### src/pkg/exc_cfg.svh
// Constants for the exception sequencer: vector numbers, fixed addresses,
// reset values and pin timing.
// Assumes a 32-bit core with byte addresses and a 4-bit interrupt mask.
// How it works
// RQ1 - Pending sources served singly, reset first
// RQ2 - Reset starts on pin rise; NMI picks type
// RQ3 - Address errors, interrupts wait for instruction end
// RQ4 - Trap starts when trap executes
// RQ5 - Undefined opcode outside slot: general illegal
// RQ6 - Slot undefined or PC-writer: illegal slot
// RQ7 - Power-on reset reads PC@0, SP@4
// RQ8 - Manual reset reads PC@8, SP@12
// RQ9 - Reset clears vector base, mask all ones
// RQ10 - Push status then PC via stack_gpr, jump
// RQ11 - Interrupt writes level to mask; others keep
// RQ12 - Reset vector*4; others base plus vector*4
// RQ13 - Vectors 4, 6, traps 32 to 63
// RQ14 - Vector 9 CPU, 10 DMA address error
// RQ15 - NMI 11, break 12, lines 64-71
// RQ16 - Manual reset spares bus, pin, port state
// RQ17 - Reset pin held low twenty clocks
// RQ18 - Manual reset never aborts bus cycle
// RQ19 - Odd or peripheral-region fetch is error
// RQ20 - Misaligned word or long data is error
// RQ21 - Long access to 8-bit peripheral errors
// RQ22 - Stack next PC; undelayed handler branch
// RQ23 - NMI accepted loads mask fifteen
// RQ24 - Trap vector from immediate, PC after trap
// RQ25 - Each vector entry one 32-bit read
`ifndef EXC_CFG_SVH
`define EXC_CFG_SVH
`define VEC_GEN_ILLEGAL  8'h04
`define VEC_SLOT_ILLEGAL 8'h06
`define VEC_CPU_ADDR_ERR 8'h09
`define VEC_DMA_ADDR_ERR 8'h0a
`define VEC_NMI          8'h0b
`define VEC_USER_BREAK   8'h0c
`define VEC_EXT_INT_BASE 8'h40
`define ADDR_POR_PC      32'h00000000
`define ADDR_POR_SP      32'h00000004
`define ADDR_MAN_PC      32'h00000008
`define ADDR_MAN_SP      32'h0000000c
`define VECTOR_BASE_RST  32'h00000000
`define MASK_RESET       4'hf
`define MASK_NMI         4'hf
`define NMI_LEVEL        5'h10
`define RESET_LOW_MIN    20
`endif

### src/pkg/exc_pkg.sv
// Types shared by the exception sequencer and its surroundings.
// Assumes the constants header is compiled alongside.
package exc_pkg;
    typedef enum logic [3:0] {
        st_idle      = 4'h0,
        st_rst_pc    = 4'h1,
        st_rst_sp    = 4'h2,
        st_wait_end  = 4'h3,
        st_push_sr   = 4'h4,
        st_push_pc   = 4'h5,
        st_fetch_vec = 4'h6,
        st_jump      = 4'h7
    } seq_state_t;

    typedef enum logic [1:0] {
        sz_byte = 2'h0,
        sz_word = 2'h1,
        sz_long = 2'h2
    } access_size_t;

    typedef struct packed {
        logic         valid;
        logic         is_fetch;
        logic         is_dma;
        access_size_t size;
        logic [31:0]  addr;
    } bus_check_t;

    typedef struct packed {
        logic        req;
        logic        write;
        logic [31:0] addr;
        logic [31:0] wdata;
    } mem_req_t;

    typedef struct packed {
        seq_state_t  state;
        logic        reset_pin_q;
        logic        manual;
        logic [31:0] vector_base;
        logic [3:0]  int_mask_level;
        logic [7:0]  vector;
        logic        is_int;
        logic [3:0]  int_level;
        logic [31:0] saved_pc;
        logic [31:0] saved_sr;
        logic [31:0] sp;
        logic [31:0] new_pc;
        logic        load_pc;
        logic        load_sp;
        logic        manual_out;
        logic        busy;
        mem_req_t    mem;
    } exc_state_t;
endpackage : exc_pkg

### src/hw/cpu_exception_sequencer.sv
// Exception sequencer of the core: detects, orders and runs exceptions.
// Assumes a memory port that answers each request with mem_ack, and a
// decode stage that reports instruction boundaries and decode flags.
`timescale 1ns/1ns
`include "exc_cfg.svh"
module cpu_exception_sequencer #(
    parameter logic [31:0] PERIPH_BASE  = 32'h05000000,
    parameter logic [31:0] PERIPH_MASK  = 32'hff000000,
    parameter logic [31:0] PERIPH8_BASE = 32'h05fffe00,
    parameter logic [31:0] PERIPH8_MASK = 32'hffffff00
) (
    input  wire logic              mclk,
    input  wire logic              reset,
    input  wire logic              clk_en,
    input  wire logic              reset_pin_n,
    input  wire logic              nmi_pin,
    input  wire logic              nmi_req,
    input  wire logic              user_break_req,
    input  wire logic              irq_req,
    input  wire logic [3:0]        irq_level,
    input  wire logic [7:0]        irq_vector,
    input  wire exc_pkg::bus_check_t bus_check,
    input  wire logic              bus_cycle_done,
    input  wire logic              insn_boundary,
    input  wire logic              decode_valid,
    input  wire logic              decode_undefined,
    input  wire logic              decode_pc_write,
    input  wire logic              decode_in_slot,
    input  wire logic              trap_exec,
    input  wire logic [7:0]        trap_imm,
    input  wire logic [31:0]       next_pc_in,
    input  wire logic [31:0]       decode_pc,
    input  wire logic [31:0]       slot_target_pc,
    input  wire logic [31:0]       status_word,
    input  wire logic [31:0]       stack_gpr,
    input  wire logic              vbr_write,
    input  wire logic [31:0]       vbr_wdata,
    input  wire logic              mem_ack,
    input  wire logic [31:0]       mem_rdata,
    output exc_pkg::mem_req_t      mem,
    output logic                   busy,
    output logic                   load_pc,
    output logic                   load_sp,
    output logic [31:0]            new_pc,
    output logic [31:0]            new_sp,
    output logic [31:0]            vector_base,
    output logic [3:0]             int_mask_level,
    output logic                   manual_reset,
    output logic                   addr_error
);
    exc_pkg::exc_state_t s;
    exc_pkg::exc_state_t next_s;
    logic                cpu_ae_pend;
    logic                dma_ae_pend;
    logic                next_cpu_ae;
    logic                next_dma_ae;
    logic                ae_now;
    logic                in_p;

    // RQ19 RQ20 RQ21 alignment and region check.
    always_comb begin
        in_p = (bus_check.addr & PERIPH_MASK) == PERIPH_BASE;
        ae_now = 1'b0;
        if (bus_check.valid) begin
            if (bus_check.is_fetch) begin
                ae_now = bus_check.addr[0] | in_p;
            end else if (bus_check.size == exc_pkg::sz_word) begin
                ae_now = bus_check.addr[0];
            end else if (bus_check.size == exc_pkg::sz_long) begin
                ae_now = (bus_check.addr[1:0] != 2'h0) | (in_p &&
                    ((bus_check.addr & PERIPH8_MASK) == PERIPH8_BASE));
            end
        end
    end

    always_comb begin
        next_s = s;
        next_cpu_ae = cpu_ae_pend;
        next_dma_ae = dma_ae_pend;
        next_s.load_pc = 1'b0;
        next_s.load_sp = 1'b0;
        next_s.reset_pin_q = reset_pin_n;
        if (vbr_write && !s.busy) begin
            next_s.vector_base = vbr_wdata;
        end
        // RQ1 RQ2 reset outranks all, rising pin edge starts it.
        if (!reset_pin_n) begin
            next_s.busy = 1'b1;
            next_s.manual = !nmi_pin;
            next_s.state = exc_pkg::st_idle;
            // RQ18 manual reset lets open cycle finish.
            next_s.mem.req = !nmi_pin && s.mem.req && !mem_ack;
            next_cpu_ae = 1'b0;
            next_dma_ae = 1'b0;
            // RQ9 RQ16 core state cleared for both kinds.
            next_s.vector_base = `VECTOR_BASE_RST;
            next_s.int_mask_level = `MASK_RESET;
        end else if (!s.reset_pin_q) begin
            // RQ7 RQ8 RQ12 RQ25 reset PC read, no base.
            next_s.state = exc_pkg::st_rst_pc;
            next_s.manual_out = s.manual;
            next_s.mem.req = 1'b1;
            next_s.mem.write = 1'b0;
            next_s.mem.addr = s.manual ? `ADDR_MAN_PC : `ADDR_POR_PC;
        end else begin
            case (s.state)
                exc_pkg::st_idle: begin
                    next_s.busy = 1'b0;
                    // RQ4 RQ24 RQ13 trap at execution.
                    if (trap_exec) begin
                        next_s.vector = trap_imm;
                        next_s.saved_pc = next_pc_in;
                        next_s.is_int = 1'b0;
                        next_s.busy = 1'b1;
                        next_s.state = exc_pkg::st_push_sr;
                    end else if (decode_valid && (cpu_ae_pend ||
                        dma_ae_pend || nmi_req || user_break_req ||
                        (irq_req && irq_level > s.int_mask_level))) begin
                        // RQ3 RQ22 wait for the running instruction.
                        next_s.busy = 1'b1;
                        next_s.state = exc_pkg::st_wait_end;
                    end else if (decode_valid && decode_in_slot &&
                        (decode_undefined || decode_pc_write)) begin
                        // RQ6 slot exception at decode.
                        next_s.vector = `VEC_SLOT_ILLEGAL;
                        next_s.saved_pc = slot_target_pc;
                        next_s.is_int = 1'b0;
                        next_s.busy = 1'b1;
                        next_s.state = exc_pkg::st_push_sr;
                    end else if (decode_valid && decode_undefined) begin
                        // RQ5 general illegal at decode.
                        next_s.vector = `VEC_GEN_ILLEGAL;
                        next_s.saved_pc = decode_pc;
                        next_s.is_int = 1'b0;
                        next_s.busy = 1'b1;
                        next_s.state = exc_pkg::st_push_sr;
                    end
                end
                exc_pkg::st_wait_end: begin
                    // RQ18 RQ22 bus cycle and instruction finish first.
                    if (insn_boundary && bus_cycle_done) begin
                        next_s.saved_pc = next_pc_in;
                        next_s.state = exc_pkg::st_push_sr;
                        next_s.is_int = 1'b0;
                        // RQ1 RQ14 address errors before interrupts.
                        if (cpu_ae_pend) begin
                            next_s.vector = `VEC_CPU_ADDR_ERR;
                            next_cpu_ae = 1'b0;
                        end else if (dma_ae_pend) begin
                            next_s.vector = `VEC_DMA_ADDR_ERR;
                            next_dma_ae = 1'b0;
                        end else if (nmi_req) begin
                            // RQ15 RQ23 NMI vector, mask fifteen.
                            next_s.vector = `VEC_NMI;
                            next_s.is_int = 1'b1;
                            next_s.int_level = `MASK_NMI;
                        end else if (user_break_req) begin
                            next_s.vector = `VEC_USER_BREAK;
                            next_s.is_int = 1'b1;
                            next_s.int_level = 4'hf;
                        end else if (irq_req &&
                            irq_level > s.int_mask_level) begin
                            next_s.vector = irq_vector;
                            next_s.is_int = 1'b1;
                            next_s.int_level = irq_level;
                        end else begin
                            next_s.state = exc_pkg::st_idle;
                        end
                    end
                end
                exc_pkg::st_push_sr: begin
                    // RQ10 status word pushed first.
                    next_s.saved_sr = status_word;
                    next_s.sp = stack_gpr - 32'h4;
                    next_s.mem.req = 1'b1;
                    next_s.mem.write = 1'b1;
                    next_s.mem.addr = stack_gpr - 32'h4;
                    next_s.mem.wdata = {status_word[31:8],
                        s.int_mask_level, status_word[3:0]};
                    next_s.state = exc_pkg::st_push_pc;
                end
                exc_pkg::st_push_pc: begin
                    if (mem_ack) begin
                        // RQ10 program counter pushed second.
                        next_s.sp = s.sp - 32'h4;
                        next_s.mem.addr = s.sp - 32'h4;
                        next_s.mem.wdata = s.saved_pc;
                        next_s.state = exc_pkg::st_fetch_vec;
                    end
                end
                exc_pkg::st_fetch_vec: begin
                    if (mem_ack) begin
                        // RQ12 RQ25 handler address base plus vector*4.
                        next_s.mem.write = 1'b0;
                        next_s.mem.addr = s.vector_base +
                            {22'h0, s.vector, 2'h0};
                        next_s.state = exc_pkg::st_jump;
                        // RQ11 only interrupts change the mask.
                        if (s.is_int) begin
                            next_s.int_mask_level = s.int_level;
                        end
                    end
                end
                exc_pkg::st_jump: begin
                    if (mem_ack) begin
                        // RQ22 non-delayed branch to handler.
                        next_s.mem.req = 1'b0;
                        next_s.new_pc = mem_rdata;
                        next_s.load_pc = 1'b1;
                        next_s.load_sp = 1'b1;
                        next_s.state = exc_pkg::st_idle;
                    end
                end
                exc_pkg::st_rst_pc: begin
                    if (mem_ack) begin
                        next_s.new_pc = mem_rdata;
                        next_s.mem.addr = s.manual_out ?
                            `ADDR_MAN_SP : `ADDR_POR_SP;
                        next_s.state = exc_pkg::st_rst_sp;
                    end
                end
                exc_pkg::st_rst_sp: begin
                    if (mem_ack) begin
                        // RQ7 load PC and SP, then run.
                        next_s.mem.req = 1'b0;
                        next_s.sp = mem_rdata;
                        next_s.load_pc = 1'b1;
                        next_s.load_sp = 1'b1;
                        next_s.state = exc_pkg::st_idle;
                    end
                end
                default: begin
                    next_s.state = exc_pkg::st_idle;
                end
            endcase
        end
        // RQ19 RQ20 new error beats same-cycle clear.
        if (ae_now && reset_pin_n && !bus_check.is_dma) begin
            next_cpu_ae = 1'b1;
        end
        if (ae_now && reset_pin_n && bus_check.is_dma) begin
            next_dma_ae = 1'b1;
        end
    end

    always_ff @(posedge mclk or posedge reset) begin
        if (reset) begin
            s <= '0;
            s.reset_pin_q <= 1'b1;
            s.int_mask_level <= `MASK_RESET;
            s.busy <= 1'b1;
            cpu_ae_pend <= 1'b0;
            dma_ae_pend <= 1'b0;
        end else if (clk_en) begin
            s <= next_s;
            cpu_ae_pend <= next_cpu_ae;
            dma_ae_pend <= next_dma_ae;
        end
    end

    assign mem = s.mem;
    assign busy = s.busy;
    assign load_pc = s.load_pc;
    assign load_sp = s.load_sp;
    assign new_pc = s.new_pc;
    assign new_sp = s.sp;
    assign vector_base = s.vector_base;
    assign int_mask_level = s.int_mask_level;
    assign manual_reset = s.manual_out;
    assign addr_error = cpu_ae_pend | dma_ae_pend;
endmodule : cpu_exception_sequencer

### config.mk
export PLATFORM = sky130hd
export DESIGN_NAME = cpu_exception_sequencer
export DESIGN_NICKNAME = d
export VERILOG_FILES = /design/src/pkg/exc_pkg.sv /design/src/hw/cpu_exception_sequencer.sv
export VERILOG_INCLUDE_DIRS = /design/src /design/src/pkg
export SDC_FILE = /design/constraint.sdc
export NUM_CORES = 1
export LEC_CHECK = 0
export ABC_AREA = 1
export BUFFER_PORTS_ARGS = -buffer_cell sky130_fd_sc_hd__buf_2
export CAP_MARGIN = 20
export CORE_MARGIN = 4
export CORE_UTILIZATION = 25
export CTS_CLUSTER_SIZE = 8
export DETAILED_ROUTE_END_ITERATION = 8
export SYNTH_ARGS = -nofsm -noshare
export SYNTH_HDL_FRONTEND = slang
export SYNTH_SLANG_ARGS = --single-unit
### constraint.sdc
create_clock -name mclk -period 9.6 [get_ports mclk]
set_input_delay 0.96 -clock mclk [delete_from_list [all_inputs] [get_ports mclk]]
set_output_delay 0.96 -clock mclk [all_outputs]
set_load 0.02 [all_outputs]
=== Yosys cells after proc, flatten, opt, wreduce, memory -nomap -nowiden ===
Index checks and enable logic that the tools add are counted.

* Bits in registers: 255
* Output and inout port bits: 171
* Word-level logic and storage cells: 211
* Bits of input ports: 298

* Order comparisons: 1
* Reduce and logical (&&, ||, !) cells: 48
* Mux-type cells: 86
* Add/subtract/negate cells: 3
* Equality and inequality tests: 44
* Bitwise logic cells: 7

{| class="wikitable"
|+ Operators by type and width
! cell !! number
|-
| two-way mux 32 bit || 10
|-
| case mux 32 bit (2 select lines) || 3
|-
| two-way mux 147 bit || 1
|-
| case mux 32 bit (4 select lines) || 1
|-
| case mux 32 bit (3 select lines) || 1
|-
| two-way mux 4 bit || 22
|-
| two-way mux 34 bit || 2
|-
| two-way mux 64 bit || 1
|-
| subtractor 32 x 3 -> 32 bit (second input constant) || 2
|-
| two-way mux 45 bit || 1
|-
| two-way mux 13 bit || 3
|-
| two-way mux 9 bit || 4
|-
| two-way mux 33 bit || 1
|-
| adder 32 x 10 -> 32 bit || 1
|-
| case mux 4 bit (7 select lines) || 1
|-
| equality test 24 x 19 -> 1 bit (second input constant) || 1
|-
| != test 4 bit (second input constant) || 6
|-
| two-way mux 1 bit || 23
|-
| != test 3 x 1 -> 1 bit (second input constant) || 7
|-
| case mux 9 bit (2 select lines) || 1
|-
| AND reduction 6 bit || 3
|-
| equality test 4 x 3 -> 1 bit (second input constant) || 4
|-
| two-way mux 8 bit || 2
|-
| AND reduction 8 bit || 2
|-
| other kinds (33) || 86
|}

=== Logic depth before layout (Yosys ltp) ===
Gate-level depths: netlist of run 1.

* Depth in word-level cells: 11
* Mapped depth: 14
* Mapped depth without buffers: 14

=== Worst setup path before layout of run 1 ===
No wires, ideal clock.

* Path type: input port to flip-flop
* From: input port irq_level[1]
* To: register s[193] in the netlist's numbering
* Path buffers: 1
* Stages: 13
* Library setup time: 0.116 ns
* Arrival time: 2.343 ns
* Required time: 9.484 ns
* Setup slack: 7.141 ns
* Cell sequence: ha_1 inv_1 o21bai_1 nand2_1 nand2_1 nand2_1 nand2_1 nand4_1 nand2_2 inv_4 buf_6 nand2_1 nand2_1

* Cells in the longest elaborated chain, start to end: 6

{| class="wikitable"
|+ Ends and longest elaborated chain
! element !! line !! source
|-
| from (decl) || cpu_exception_sequencer.sv:20 || <nowiki>input wire logic [3:0] irq_level,</nowiki>
|-
| greater-than comparator 4 bit || cpu_exception_sequencer.sv:118 || <nowiki>(irq_req && irq_level > s.int_mask_level))) begin</nowiki>
|-
| logical AND 1 bit || cpu_exception_sequencer.sv:118 ||
|-
| logical OR 1 bit || cpu_exception_sequencer.sv:117 || <nowiki>dma_ae_pend || nmi_req || user_break_req ||</nowiki>
|-
| logical AND 1 bit || cpu_exception_sequencer.sv:116 || <nowiki>end else if (decode_valid && (cpu_ae_pend ||</nowiki>
|-
| != test 3 bit (no source line) || n/a ||
|-
| AND reduction 7 bit (no source line) || n/a ||
|-
| to (signal assigned) || cpu_exception_sequencer.sv:255 || <nowiki>s <= next_s;</nowiki>
|-
| to (decl) || cpu_exception_sequencer.sv:51 || <nowiki>exc_pkg::exc_state_t s;</nowiki>
|}

No other way between the ends.
A chain may end at the register's enable or synchronous reset.

=== Final worst setup path of run 1 ===
* From: register s[251] in the netlist's numbering
* To: register s (netlist bit new_sp[16])

* Cells in the longest elaborated chain, start to end: 3
* Elaborated cells between the ends (all ways): 8
* Classes of those cells: eq/ne (5); mux (1); reduce/logical (2)

{| class="wikitable"
|+ Ends and longest elaborated chain
! element !! line !! source
|-
| equality test 4 x 3 -> 1 bit / equality test 4 x 2 -> 1 bit (equally long branches) || cpu_exception_sequencer.sv:106 || <nowiki>case (s.state)</nowiki>
|-
| != test 2 bit (no source line) / nonzero test 3 bit (equally long branches) || n/a ||
|-
| AND reduction 6 bit (no source line) || n/a ||
|}

Several ways; a longest one is shown, not always the timed one.

==> flow_summary.yaml, run 1 <==
timing:
  fmax_ghz: 0.289
  drv_slew: 0
  worstMarginPinSlew_ns: 0.984
  rsz0062_at_grt: "false"
  clock_skew_ns: 0.0149
  holdWs_ns: 0.467
  setup-violations-final: 0
  fin_tns_setup_ns: 0
  setup_ws_ns: 6.14
  min_period_over_period_pct: 36.0
  slew_headroom_pct: 34.4
  hold_viol: 0
  finalCriticalPeriod_ns: 3.46
clock_network:
  cts_tree: "done"
  numCtsBuffers: 36
  clk_pin_slew_ns: 0.05
  postCtsHoldBufs: 0
  clkSinkCount: 221
  htreeDepth: 2
  clockRootBuffer: "clkbuf_16"
  cts_resized: 0
  insertion_delay_ns: 0.53
  cts_buffer_depth: 3
  cts_setup_buffers: 0
drt:
  drc: 0
  first_pass_iters: 5
  vias: 16200
  wl_per_cell_um: 18.0
  drt-total-wl_mm: 63.5
  first_iter_violations: 1270
  vias_per_cell: 4.60
  detail-route-antenna-nets: 0
yosys:
  synth_area_leaders: "dfrtp_1, nand2_1, buf_4"
  synth.top_cells.by_count: "nand2_1, nor2_1, inv_1"
  yosysTopAreaCell: "dfrtp_1"
  synth_cell_types: 50
  synth_top_cell_area_share_pct: 33.8
  yosysSeqAreaShare_pct: 34.8
  netlist_instances: 2413
  avgSynthCellArea_sq_um: 6.60
  syn_area_sq_um: 15900
  ys_warn_count: 0
  synth_ff_type: "dfrtp_1"
  synth_edf_count: 0
  synth.ff_latch_count: 221
  synthesis.nets: 2726
  async_reset_ff_share_pct: 100
  synth.most_common_cell: "nand2_1"
floorplan:
  start_util_pct: 25.3
  pin_count: 469
  die-area_sq_um: 67800
  die_w_um: 260
  core_area_sq_um: 63100
  num_rows: 92
  die_h_um: 260
placement:
  io_buffer_count: 458
  globalplace.congestion: 0.957
  place_inst: 3472
  pre_cts_slack_ns: 5.87
  place_area_sq_um: 17700
  dpl.hpwl_mm: 50.0
critical_path:
  r2r_slack_ns: 6.14
  cp_slowest_cell: "nor2_8"
  startpoint_type: "flop"
  path_buf_inv: 5
  crit_family: "buffers and inverters"
  crit_required_ns: 10.02
  worst-path-max-fanout: 54
  crit_chain: "inv_2 > nor2_8 > inv_6 > nand2_4 > a21oi_4 > buf_4 > inv_2 > nand3_1 > o22ai_1 > inv_1"
  end_kind: "flop"
  slowest_delay_ns: 0.72
  worstPathArrival_ns: 3.88
  critPathKind: "flop to flop"
  crit_top_cell: "inv_2"
finish:
  fillers: 7177
  final_core_util_pct: 29.7
  nets: 2979
  syn_to_final_growth_pct: 17.5
  final_cell_area_sq_um: 18700
  final_cells: 3528
  drive_gt1_share_pct: 21.6
pwr:
  powerDensity_nw_per_um2: 211
  leakagePower_nw: 9.70
  irDropWorstVdd_mv: 0.0957
  power_mw: 3.95
worst_hold_path:
  min_path_type: "flop to flop"
global_routing:
  grt_overflow: 0
  grt_max_degree: 101
  gr-usage-all-layers_pct: 17.9
  antenna_found_initial: 5
  grt_pass1_wl_mm: 92.3
  grt_pass1_vias: 14800
job:
  drv_cap: 0
outcome:
  status: "completed"
==> flip-flops by register name, indices dropped and copies added (netlist names) <==
register        cells
mem                66
s                  50
new_pc             32
new_sp             32
vector_base        32
int_mask_level      4
busy                1
cpu_ae_pend         1
dma_ae_pend         1
load_pc             1
manual_reset        1
==> worst paths after layout <==
kind	depth (start not counted)	endpoint	start
worst max-delay path	10	new_sp[16]	s[251]
worst min-delay path	2	s[201]	s[201]
worst max register to register	10	new_sp[16]	s[251]
worst min register to register	2	s[201]	s[201]
max in group asynchronous	3	new_pc[7]	reset
min in group asynchronous	2	vector_base[8]	reset
==> final cells by class <==
class / count / area [sq um] / share of cell area [%]
repair buffers: 472 / 2430 / 13.0
multi-input cells: 1705 / 7800 / 41.7
diodes: 2 / 5.00 / 0.0267
flip-flops and latches: 221 / 5540 / 29.6
clock inverters: 6 / 33.8 / 0.180
inverters: 230 / 881 / 4.71
clock buffers: 46 / 970 / 5.18
well taps: 846 / 1060 / 5.66
==> worst register-to-register path: stages, from the launching register on <==
cell,delay (ns)
dfrtp_1,0.56
inv_2,0.15
nor2_8,0.72
inv_6,0.41
nand2_4,0.36
a21oi_4,0.08
buf_4,0.27
inv_2,0.46
nand3_1,0.16
o22ai_1,0.13
inv_1,0.05
==> per-layer routing <==
| layer | routed length, um | global-route usage (%) | up-vias | share of wire, % |
|---|---|---|---|---|
| met3 | 5140 | 4.10 | 102 | 8.1 |
| met1 | 26500 | 23.2 | 7501 | 42 |
| met5 | 49 | 0 | - | 0.077 |
| met2 | 29600 | 29.4 | 586 | 47 |
| li1 | - | - | 8022 | - |
| met4 | 2280 | 6.22 | 8 | 3.6 |
==> report_power, final <==
group	total (mW)	internal (mW)	switching, mW
logic	1.32	0.443	0.874
registers	1.47	1.21	0.255
clock network	1.16	0.700	0.464
total	3.95	2.36	1.59
==> cell usage in the layout, fill, tap and decap left out, drive strengths merged, types with 10 or more instances in the layout <==
master / n
inv: 228
nand4: 22
nand3: 183
nor2: 271
o21ai: 237
a21oi: 59
xor2: 18
ha: 14
clkbuf: 46
o211ai: 10
nor3: 13
a31oi: 35
buf: 472
dfrtp: 215
nand2: 805
==> kinds of logic after synthesis <==
family | Yosys count | synth area share, %
flip-flops | 221 | 34.8
AO/OA/AOI/OAI | 365 | 13.2
adder cells (fa/ha/maj) | 15 | 1.23
buffers and inverters | 487 | 16.3
XOR/XNOR | 19 | 1.04
AND/OR/NAND/NOR | 1305 | 33.5
multiplexers | 1 | 0.0707
Power figures use the tool's default switching activity.
==> run 2: changes to the inputs <==
==> constraint.sdc (replaced) <==
create_clock -name mclk -period 3.4 [get_ports mclk]
set_input_delay 0.34 -clock mclk [delete_from_list [all_inputs] [get_ports mclk]]
set_output_delay 0.34 -clock mclk [all_outputs]
set_load 0.02 [all_outputs]
==> run 2 against run 1 <==
Compared with the run above:
- setup slack got worse by 5.4 ns
- critical path type unchanged
- critical endpoint is now s[202]
- highest routed layer unchanged
- cell count up 0.51%
- sequential share of layout area shrank 0.23 points
- non-clock buffer count rose by 18
- wire length increased by 0.93%
- clock power rose to 2.8 times the previous value
- final area is 0.78% higher
==> flow_summary.yaml, run 2 (synthesis results as in run 1) <==
pwr:
  leakagePower_nw: 9.77
  irDropWorstVdd_mv: 0.300
  swShare_pct: 40.3
  power.clock.fraction_pct: 29.3
  powerDensity_nw_per_um2: 591
  p_switching_mw: 4.49
  p_comb_share_pct: 33.5
  p_seq_share_pct: 37.2
  power.internal_mw: 6.66
finish:
  nets: 2996
  final_cell_area_sq_um: 18900
  layout_common_cells: "nand2_1, buf_2, nor2_1"
  drive_gt1_share_pct: 22.0
  largest_register_ffs: 66
  syn_to_final_growth_pct: 18.4
  final_common_cell: "nand2_1"
clock_network:
  numCtsBuffers: 35
  cts_buffer_depth: 3
  clk_pin_slew_ns: 0.05
  clkSinkCount: 221
  clockRootBuffer: "clkbuf_16"
  insertion_delay_ns: 0.54
  cts_tree: "done"
  htreeDepth: 2
critical_path:
  r2r_slack_ns: 0.70
  critPathKind: "flop to flop"
  startpoint_type: "flop"
  crit_chain: "inv_1 > ha_1 > inv_1 > o21bai_1 > nand2_1 > nand2_1 > nand2_1 > nand2_1 > nand4_1 > nand2_2 > inv_4 > nand2_1 > o21ai_0"
  worstPathArrival_ns: 3.09
  worstReg2RegEnd: "s[202]"
  rr_startpoint: "int_mask_level[1]"
  crit_required_ns: 3.79
  slowest_delay_ns: 0.56
  r2r_cells: 13
  crit_top_cell: "nand2_1"
  end_kind: "flop"
  worst-path-max-fanout: 34
  cp_slowest_cell: "dfstp_2"
floorplan:
  num_rows: 92
  core_area_sq_um: 63100
  pin_count: 469
  die_h_um: 260
  start_util_pct: 25.3
  die-area_sq_um: 67800
  die_w_um: 260
drt:
  top_layer_used: "met5"
  wl_met1_mm: 27.2
  drc: 0
  wl_per_cell_um: 18.1
  vias: 16100
  vias_per_cell: 4.55
  dr_wl_met2_mm: 30.1
  first_iter_violations: 1196
  first_pass_iters: 5
  drt-total-wl_mm: 64.1
  detail-route-antenna-nets: 0
  met3_wirelength_mm: 4.65
global_routing:
  grt_max_degree: 78
  gr-usage-all-layers_pct: 18.1
  grt_overflow: 0
  grt_pass1_vias: 14900
  grt_pass1_wl_mm: 93.8
  antenna_found_initial: 7
timing:
  hold_viol: 0
  clock_skew_ns: 0.0273
  fmax_ghz: 0.370
  min_period_over_period_pct: 79.4
  rsz0062_at_grt: "false"
  slew_headroom_pct: 32.3
  finalCriticalPeriod_ns: 2.70
  worstMarginPinSlew_ns: 1.01
  fin_tns_setup_ns: 0
  setup-violations-final: 0
  drv_slew: 0
worst_hold_path:
  hold_depth: 3
  min_to: "vector_base[31]"
  min_from: "vbr_wdata[31]"
  min_path_type: "primary input to flop"
placement:
  io_buffer_count: 458
  dpl.hpwl_mm: 51.1
  globalplace.congestion: 0.929
  place_area_sq_um: 17800
job:
  drv_cap: 0
outcome:
  status: "completed"
==> run 2: what timing repair did <==
| item | 4_1_cts | 5_1_grt |
|---|---|---|
| setup buffers | 0 | 0 |
| resized for setup | 0 | 0 |
| hold endpoints to repair | 15 | 0 |
| hold buffers | 2 | 0 |
==> run 2: worst max path at each step <==
stage | startpoint | to | cells past startpoint
CTS | int_mask_level[1] | s[202] | 13
global route | int_mask_level[1] | s[202] | 13
floorplan | reset | cpu_ae_pend | 1
finish | int_mask_level[1] | s[202] | 13
global placement | int_mask_level[1] | s[202] | 13
detailed placement | int_mask_level[1] | s[202] | 13
==> run 2: area by class of cell <==
type / count / area (sq um)
fillers: 7138 / 44200
multi-input cells: 1705 / 7800
flip-flops and latches: 221 / 5540
repair buffers: 490 / 2590
well taps: 846 / 1060
clock buffers: 46 / 970
inverters: 230 / 877
clock inverters: 4 / 20.0
diodes: 4 / 10.0
==> run 2: power by group through the flow <==
stage	logic, mW	clock network [mW]	registers [mW]
final	3.73	3.27	4.15
after global routing	4.15	3.47	4.25
after CTS	3.78	3.37	4.14
after detailed placement	3.76	0	4.18
after global placement	3.73	0	4.17
after floorplan	3.21	0	3.91
==> run 2: layer usage <==
metal | vias to the layer above | GRT usage, %
met4 | 10 | 5.96
met2 | 523 | 30.0
met1 | 7450 | 23.6
met3 | 96 | 3.92
li1 | 8060 | -
met5 | - | 0
==> run 2: worst max-delay path: cells and delay by family (launching register included) <==
| family | cells | cell delay, ns |
|---|---|---|
| AO/OA/AOI/OAI | 2 | 0.18 |
| adder cells (fa/ha/maj) | 1 | 0.28 |
| buffers and inverters | 3 | 0.34 |
| flip-flops | 1 | 0.56 |
| AND/OR/NAND/NOR | 7 | 1.17 |
==> run 2: per-stage QoR <==
| step | power, mW | util, % | cells | hold slack (ns) | setup slack, ns |
|---|---|---|---|---|---|
| floorplan | 7.12 | - | 2413 | 0.418 | 0.183 |
| global placement | 7.90 | 28.3 | 3490 | 0.456 | 0.762 |
| detailed placement | 7.94 | 28.3 | 3490 | 0.461 | 0.740 |
| CTS | 11.3 | 29.9 | 3542 | 0.000265 | 0.726 |
| global route | 11.9 | 29.9 | 3542 | 0.0324 | 0.568 |
| finish | 11.2 | 29.9 | 3546 | 0.0324 | 0.699 |
